File: config.mk
export PLATFORM = sky130hd
export DESIGN_NAME = pwm_on_off_counter
export DESIGN_NICKNAME = d
export VERILOG_FILES = /design/src/include/pwm_on_off_counter_pkg.sv /design/src/core/pwm_on_off_counter.sv
export VERILOG_INCLUDE_DIRS = /design/src /design/src/include
export SDC_FILE = /design/constraint.sdc
export NUM_CORES = 1
export LEC_CHECK = 0
export BUFFER_PORTS_ARGS = -buffer_cell sky130_fd_sc_hd__buf_2
export CORE_MARGIN = 2
export CORE_UTILIZATION = 27
export DETAILED_ROUTE_END_ITERATION = 8
export MAX_ROUTING_LAYER = met4
export PLACE_DENSITY_LB_ADDON = 0.12
export RECOVER_POWER = 25
export SYNTH_ARGS = -nofsm -noshare
export SYNTH_HDL_FRONTEND = slang
export SYNTH_SLANG_ARGS = --single-unit
File: constraint.sdc
create_clock -name CLOCK -period 5.6 [get_ports CLOCK]
set_input_delay 0.84 -clock CLOCK [delete_from_list [all_inputs] [get_ports CLOCK]]
set_output_delay 0.84 -clock CLOCK [all_outputs]
set_load 0.01 [all_outputs]
File: src/include/pwm_on_off_counter_defines.svh
// offsets, field positions, reset values and the config write mask
`ifndef PWM_ON_OFF_COUNTER_DEFINES_SVH
`define PWM_ON_OFF_COUNTER_DEFINES_SVH
`define ON_TIME_OFS 4'h0
`define OFF_TIME_OFS 4'h4
`define CONFIG_OFS 4'h8
`define ON_TIME_RST 16'h0000
`define OFF_TIME_RST 16'hffff
`define CONFIG_RST 16'h0000
`define CFG_ENABLE_BIT 0
`define CFG_CLKSEL_BIT 1
`define CFG_INVERT_BIT 2
`define CFG_PREDIV_LSB 3
`define CFG_PREDIV_MSB 6
`define CFG_WRITE_MASK 16'h007f
`endif

File: src/include/pwm_on_off_counter_pkg.sv
// types for the pwm channel
package pwm_on_off_counter_pkg;
    typedef enum logic [1:0] {
        PHASE_OFF = 2'b01,
        PHASE_ON = 2'b10
    } phase_t;
    typedef struct packed {
        logic [3:0] prediv;
        logic invert;
        logic clk_sel;
        logic enable;
    } config_t;
endpackage

File: src/core/pwm_on_off_counter.sv
// single pwm channel with on/off down-counter and holding registers
`include "pwm_on_off_counter_defines.svh"
`timescale 1ns/1ps
`default_nettype none
module pwm_on_off_counter #(
    parameter int COUNT_W = 16
) (
    input wire logic CLOCK,
    input wire logic RESET_N,
    input wire logic CLK_EN,
    input wire logic SLOW_CLOCK_TICK,
    input wire logic SLEEP_REQUEST,
    input wire logic [3:0] ADDR,
    input wire logic WR_EN,
    input wire logic RD_EN,
    input wire logic [1:0] BYTE_EN,
    input wire logic [15:0] WR_DATA,
    output logic [15:0] RD_DATA,
    output logic PWM_OUT,
    output logic CLOCK_REQUEST
);
    logic [COUNT_W-1:0] on_count_reg;
    logic [COUNT_W-1:0] off_count_reg;
    logic [COUNT_W-1:0] on_hold_reg;
    logic [COUNT_W-1:0] off_hold_reg;
    logic [3:0] hold_bytes_reg;
    logic [3:0] hold_bytes_next;
    pwm_on_off_counter_pkg::config_t cfg_reg;
    pwm_on_off_counter_pkg::phase_t phase_reg;
    logic [COUNT_W-1:0] count_reg;
    logic [3:0] div_reg;
    logic [15:0] rd_data_reg;
    logic pwm_out_reg;
    logic wr_on;
    logic wr_off;
    logic wr_cfg;
    logic src_tick;
    logic tick;
    logic run;
    logic full_on;
    logic full_off;
    logic hold_full;
    logic off_done;
    logic transfer;
    logic on_level;

    assign wr_on = WR_EN && (ADDR == `ON_TIME_OFS);
    assign wr_off = WR_EN && (ADDR == `OFF_TIME_OFS);
    assign wr_cfg = WR_EN && (ADDR == `CONFIG_OFS);
    assign run = cfg_reg.enable && !SLEEP_REQUEST;
    assign full_on = (off_count_reg == '0);
    assign full_off = !full_on && (on_count_reg == '0);

    // byte-complete tracking of the holding pair
    always_comb begin
        hold_bytes_next = hold_bytes_reg;
        if (wr_on) begin
            hold_bytes_next[1:0] = hold_bytes_reg[1:0] | BYTE_EN;
        end
        if (wr_off) begin
            hold_bytes_next[3:2] = hold_bytes_reg[3:2] | BYTE_EN;
        end
    end
    assign hold_full = (hold_bytes_reg == 4'hf);

    // source select and pre-divider
    assign src_tick = cfg_reg.clk_sel ? SLOW_CLOCK_TICK : 1'b1;
    assign tick = run && src_tick && (div_reg == cfg_reg.prediv);

    assign off_done = tick && (phase_reg == pwm_on_off_counter_pkg::PHASE_OFF)
        && (count_reg == '0);
    assign transfer = hold_full && (full_on || off_done || !run);

    always_ff @(posedge CLOCK or negedge RESET_N) begin
        if (!RESET_N) begin
            div_reg <= 4'h0;
        end else if (CLK_EN) begin
            if (!run) begin
                div_reg <= 4'h0;
            end else if (src_tick) begin
                if (div_reg == cfg_reg.prediv) begin
                    div_reg <= 4'h0;
                end else begin
                    div_reg <= div_reg + 4'h1;
                end
            end
        end
    end

    // holding registers
    always_ff @(posedge CLOCK or negedge RESET_N) begin
        if (!RESET_N) begin
            on_hold_reg <= '0;
            off_hold_reg <= '0;
            hold_bytes_reg <= 4'h0;
        end else if (CLK_EN) begin
            if (wr_on && BYTE_EN[0]) begin
                on_hold_reg[7:0] <= WR_DATA[7:0];
            end
            if (wr_on && BYTE_EN[1]) begin
                on_hold_reg[15:8] <= WR_DATA[15:8];
            end
            if (wr_off && BYTE_EN[0]) begin
                off_hold_reg[7:0] <= WR_DATA[7:0];
            end
            if (wr_off && BYTE_EN[1]) begin
                off_hold_reg[15:8] <= WR_DATA[15:8];
            end
            if (transfer) begin
                hold_bytes_reg <= 4'h0;
            end else begin
                hold_bytes_reg <= hold_bytes_next;
            end
        end
    end

    // active count registers
    always_ff @(posedge CLOCK or negedge RESET_N) begin
        if (!RESET_N) begin
            on_count_reg <= `ON_TIME_RST;
            off_count_reg <= `OFF_TIME_RST;
        end else if (CLK_EN) begin
            if (transfer) begin
                on_count_reg <= on_hold_reg;
                off_count_reg <= off_hold_reg;
            end
        end
    end

    // configuration
    always_ff @(posedge CLOCK or negedge RESET_N) begin
        if (!RESET_N) begin
            cfg_reg <= pwm_on_off_counter_pkg::config_t'(7'(`CONFIG_RST));
        end else if (CLK_EN) begin
            if (wr_cfg && BYTE_EN[0]) begin
                cfg_reg.enable <= WR_DATA[`CFG_ENABLE_BIT];
                cfg_reg.clk_sel <= WR_DATA[`CFG_CLKSEL_BIT];
                cfg_reg.invert <= WR_DATA[`CFG_INVERT_BIT];
                cfg_reg.prediv <= WR_DATA[`CFG_PREDIV_MSB:`CFG_PREDIV_LSB];
            end
        end
    end

    // phase state machine and down-counter
    always_ff @(posedge CLOCK or negedge RESET_N) begin
        if (!RESET_N) begin
            phase_reg <= pwm_on_off_counter_pkg::PHASE_OFF;
            count_reg <= '0;
        end else if (CLK_EN) begin
            if (!run) begin
                phase_reg <= pwm_on_off_counter_pkg::PHASE_OFF;
                count_reg <= '0;
            end else if (tick) begin
                case (phase_reg)
                    pwm_on_off_counter_pkg::PHASE_OFF: begin
                        if (count_reg != '0) begin
                            count_reg <= count_reg - 1'b1;
                        end else if (full_on) begin
                            phase_reg <= pwm_on_off_counter_pkg::PHASE_ON;
                        end else if (!full_off) begin
                            phase_reg <= pwm_on_off_counter_pkg::PHASE_ON;
                            count_reg <= on_count_reg;
                        end
                    end
                    pwm_on_off_counter_pkg::PHASE_ON: begin
                        if (full_on) begin
                            count_reg <= '0;
                        end else if (count_reg != '0) begin
                            count_reg <= count_reg - 1'b1;
                        end else begin
                            phase_reg <= pwm_on_off_counter_pkg::PHASE_OFF;
                            count_reg <= off_count_reg;
                        end
                    end
                    default: begin
                        phase_reg <= pwm_on_off_counter_pkg::PHASE_OFF;
                        count_reg <= '0;
                    end
                endcase
            end
        end
    end

    // output level, polarity applied
    assign on_level = run && (phase_reg == pwm_on_off_counter_pkg::PHASE_ON);
    always_ff @(posedge CLOCK or negedge RESET_N) begin
        if (!RESET_N) begin
            pwm_out_reg <= 1'b0;
        end else if (CLK_EN) begin
            pwm_out_reg <= on_level ^ cfg_reg.invert;
        end
    end
    assign PWM_OUT = pwm_out_reg;

    // read data
    always_ff @(posedge CLOCK or negedge RESET_N) begin
        if (!RESET_N) begin
            rd_data_reg <= 16'h0000;
        end else if (CLK_EN) begin
            if (RD_EN && (ADDR == `ON_TIME_OFS)) begin
                rd_data_reg <= on_count_reg;
            end else if (RD_EN && (ADDR == `OFF_TIME_OFS)) begin
                rd_data_reg <= off_count_reg;
            end else if (RD_EN && (ADDR == `CONFIG_OFS)) begin
                rd_data_reg <= 16'(cfg_reg) & `CFG_WRITE_MASK;
            end else if (RD_EN) begin
                rd_data_reg <= 16'h0000;
            end
        end
    end
    assign RD_DATA = rd_data_reg;

    assign CLOCK_REQUEST = cfg_reg.enable && !SLEEP_REQUEST;
endmodule
`default_nettype wire

# After elaboration in Yosys (flattened, before gate mapping)
# Cells that the tools add are included.
dict set report totals {
  out_inout_bits 18
  ff_bits 114
  wordCells 107
  in_bits 29
}
dict set report op_classes {
  addsub 2
  reduce_logical 44
  n_mux 27
  bitwise 3
  n_eq_ne 14
}
# cell count
set op_table {}
lappend op_table {{$mux W16} 11}
lappend op_table {{$logic_not A16 Y1} 3}
lappend op_table {{$pmux W16 S2} 1}
lappend op_table {{$reduce_and A2 Y1} 10}
lappend op_table {{$logic_and A1 B1 Y1} 19}
lappend op_table {{$mux W2} 9}
lappend op_table {{$mux W4} 4}
lappend op_table {{$reduce_bool A16 Y1} 1}
lappend op_table {{$sub A16 B1 Y16 const B} 1}
lappend op_table {{$ne A3 B3 Y1 const B} 3}
lappend op_table {{$eq A4 B4 Y1 const B} 2}
lappend op_table {{$ne A4 B3 Y1 const B} 2}
lappend op_table {{$reduce_and A6 Y1} 1}
lappend op_table {{$add A4 B1 Y4 const B} 1}
lappend op_table {{$eq A4 B3 Y1 const B} 1}
lappend op_table {{$eq A4 B4 Y1} 1}
lappend op_table {{$logic_not A4 Y1} 1}
lappend op_table {{$ne A2 B2 Y1 const B} 2}
lappend op_table {{$ne A4 B4 Y1 const B} 1}
lappend op_table {{$or A2 B2 Y2} 2}
lappend op_table {{$pmux W2 S2} 1}
lappend op_table {{$reduce_and A4 Y1} 1}
lappend op_table {{$reduce_bool A2 Y1} 2}
lappend op_table {{$reduce_bool A4 Y1} 1}
lappend op_table {{other kinds (6)} 9}

# Depth between registers and ports, before layout
dict set report logic_depth {
  depth_word 11
  depth_mapped 10
}

# Least setup slack after synthesis
# No wires, ideal clock.
dict set report synth_timing {
  path_type {input to register}
  from {input SLEEP_REQUEST}
  to {register phase_reg[0]}
  setup_slack_ps 3321
  arrival_time_ps 2196
  t_required_ps 5518
  stages 7
  path_cell_list {nand2b_1 clkbuf_1 inv_1 nand2_1 o21ba_2 nor3_1 mux2_2}
}
dict set report synth_via {
  elab_chain_cells 6
}
# item line
set synth_lines {}
lappend synth_lines {{start, declared} pwm_on_off_counter.sv:12} ;# input wire logic SLEEP_REQUEST,
lappend synth_lines {{$logic_not A1 Y1 (*)} n/a}
lappend synth_lines {{$logic_and A1 B1 Y1 (*)} n/a}
lappend synth_lines {{net CLOCK_REQUEST} pwm_on_off_counter.sv:20} ;# output logic CLOCK_REQUEST
lappend synth_lines {{$logic_and A1 B1 Y1 (2 in series)} pwm_on_off_counter.sv:68} ;# assign tick = run && src_tick && (div_reg == cfg_reg.prediv);
lappend synth_lines {{$ne A2 B2 Y1 (no line)} n/a}
lappend synth_lines {{$reduce_and A6 Y1 (no line)} n/a}
lappend synth_lines {{end signal, assigned} pwm_on_off_counter.sv:147} ;# phase_reg <= pwm_on_off_counter_pkg::PHASE_OFF;
lappend synth_lines {{end signal, assigned} pwm_on_off_counter.sv:151} ;# phase_reg <= pwm_on_off_counter_pkg::PHASE_OFF;
lappend synth_lines {{end signal, assigned} pwm_on_off_counter.sv:159} ;# phase_reg <= pwm_on_off_counter_pkg::PHASE_ON;
lappend synth_lines {{end, declared} pwm_on_off_counter.sv:29} ;# pwm_on_off_counter_pkg::phase_t phase_reg;
# The timed path passes the listed nets; every way through them passes the cells marked *.
# A chain may end at the register's enable or synchronous reset.

==> metrics.md <==
| Metric | Value |
|---|---|
| Clk_lat worst skew | 410 ps |
| Top_reg_cell synth | dfrtp_1 |
| Setup TNS | 0 ps |
| 1st-pass router iterations | 4 |
| Worst setup EP type | async pin |
| First DRT Iteration DRCs | 201 |
| Tcrit/Tclk final | 0.655 |
| Static Leak | 0.00295 µW |
| Top Ports | 47 |
| Synthesized area | 5550 µm² |
| Routed via count | 4094 |
| Post-synth EDFFs | 0 |
| Gpl congestion | 0.799 |
| Syn Area/Cell | 11.5 µm² |
| Final setup vio count | 0 |
| Root Driver | clkbuf_16 |
| Core area | 20200 µm² |
| Vias per std cell | 5.06 |
| Maximum VDD drop | 0.227 mV |
| R2R cell count | 8 |
| Post-CTS setup buffers | 0 |
| Mapped Cells | 482 |
| HP Class | flip-flop to flip-flop |
| Site Rows | 52 |
| CTS sink cnt | 114 |
| Initial Util | 0.275 |
| P&R area growth vs syn | 18.4% |
| Max FO, Critical Path | 60 |
| # DRC | 0 |
| Hold path depth | 2 |
| Remaining Overflow, GRT | 0 |
| ANT nets after route | 0 |
| Vias in the first global route | 4201 |
| Die H | 147 µm |
| Largest net degree at the start of global routing | 61 |
| Wire per inst | 19.0 µm |
| Critical R2R Launch | count_reg[0] |
| Core Util, Final | 0.325 |
| H-tree depth | 4 |
| Slew Viols, Final | 56 |
| Min cycle time layout | 3670 ps |
| Slowest cell on the critical path | clkbuf_1 |
| Synth cell types | 57 |
| Max Cap Violations | 1 |
| Fin. Hold Viols | 0 |
| CTS tree | built |
| Max Clk Rate | 272 MHz |
| Most frequent cells in the layout | dfrtp_1 (97), mux2_2 (65), o21ai_0 (59) |
| Most common cell after layout, fill and taps aside | dfrtp_1 |
| Post-Route WL | 15300 µm |
| CP cell instances | clkbuf_1, buf_4 |
| # hold bufs at CTS | 0 |
| Global-route wire length before repair | 24700 µm |
| Worst Hold Launch | RD_DATA[14] |
| Post-CTS sizing | 0 |
| Pwr/cell area | 410 nW/µm² |
| Critical path's top delay family | buffers and inverters |
| Critical path startpoint | RESET_N |
| Yosys reg bits | 114 |
| Asr flop ratio synth | 1.00 |
| Fillers | 2105 |
| Critical path type | input pin to async pin |
| Reg2Reg Setup Slack | 2430 ps |
| Status | complete, but fails checks |
| TritonCTS buffer count | 17 |
| Syn Nets | 516 |
| Final-stage net count | 560 |
| Ant. Diodes | 0 |
| Critical Path Stages | 2 |
| Port Buffer Count | 46 |
| RSZ-0062 raised after global routing | false |
| Gr usage total | 0.154 |
| Share of cells above drive strength 1 | 0.312 |
| WP data required | 6050 ps |
| Clk slew on worst S/H paths | 60 ps |
| Clock Skew | 7.30 ps |
| Die Area | 21700 µm² |
| Sequential area share after synthesis | 0.518 |
| Initial antenna violation count | 0 |
| Critical path buffers and inverters | 2 |
| Failing checks | max-capacitance violations, max-slew violations |
| Die Span X | 147 µm |
| Worst slew margin | -1.19 |
| CTS Buffer Depth | 2 |
| Largest stage delay, worst path | 2270 ps |
| Worst-margin pin slew | 3290 ps |
| Yosys warns | 0 |
| Post-DP HPWL | 11000 µm |
| Startpoint types | input pin |
| WP data arrival | 4120 ps |
==> cells in the mapped netlist, types with 5 or more instances <==
| cell type | count | area [µm²] |
|---|---|---|
| dfrtp_1 | 97 | 2430 |
| mux2_2 | 65 | 732 |
| o21ai_0 | 59 | 295 |
| nand2_1 | 31 | 116 |
| nor2_1 | 22 | 82.6 |
| dfstp_2 | 17 | 447 |
| clkbuf_1 | 15 | 56.3 |
| nor4_1 | 15 | 93.8 |
| a21oi_1 | 12 | 60.1 |
| a22oi_1 | 11 | 82.6 |
| inv_1 | 9 | 33.8 |
| a221o_1 | 7 | 70.1 |
| a22o_1 | 7 | 61.3 |
| nand2b_1 | 7 | 43.8 |
| nor3_1 | 7 | 35.0 |
| o22a_1 | 7 | 61.3 |
| xor2_1 | 6 | 52.6 |
| buf_6 | 5 | 56.3 |
| ha_1 | 5 | 62.6 |
| nand3_1 | 5 | 25.0 |
| nor3b_1 | 5 | 37.5 |
==> cell families after synthesis <==
logic type	Yosys count	share of synthesized area
xor gates and xnor gates	7	0.0111
buffers and inverters	33	0.0336
DFF	114	0.518
muxes	75	0.155
adders and majority gates	5	0.0113
and+or+nand+nor	116	0.116
AOI/OAI and AO/OA	132	0.155
==> final cells by class <==
cell class / instances / area (µm²) / share of cell area
clock buffers: 20 / 457 / 0.0696
repair buffers: 49 / 244 / 0.0372
well taps: 270 / 338 / 0.0515
inverters: 9 / 33.8 / 0.00515
flip-flops and latches: 114 / 2870 / 0.438
clock inverters: 12 / 133 / 0.0202
multi-input cells: 335 / 2490 / 0.379
==> per-stage QoR <==
| step | instances | hold WS [ps] | worst slack, ps | power (µW) | instance area [µm²] |
|---|---|---|---|---|---|
| global route | 809 | 506 | 1310 | 2840 | 6570 |
| detailed placement | 777 | 466 | 2380 | 1630 | 5990 |
| finish | 809 | 473 | 1930 | 2690 | 6570 |
| CTS | 809 | 479 | 2420 | 2720 | 6580 |
| global placement | 777 | 458 | 2400 | 1630 | 5990 |
| floorplan | 482 | 454 | 3320 | 1450 | 5550 |
==> final timing paths <==
| check | to |
|---|---|
| max | on_hold_reg[15] |
| min | RD_DATA[14] |
| max reg2reg | on_count_reg[8] |
| min reg2reg | RD_DATA[14] |
| max in group CLOCK | on_count_reg[8] |
| min in group asynchronous | phase_reg[1] |
==> metal layers <==
| metal | wire (µm) | vias up | GRT usage |
|---|---|---|---|
| li1 | - | 1901 | - |
| met4 | 220 | 0 | 0.0538 |
| met5 | 0 | - | - |
| met2 | 7010 | 97 | 0.222 |
| met3 | 683 | 20 | 0.0351 |
| met1 | 7430 | 2076 | 0.213 |
==> report_power, final <==
part           internal [µW]  switching [µW]
registers                909            85.6
clock network            678             396
logic                    244             379
(Power assumes the default switching activity.)
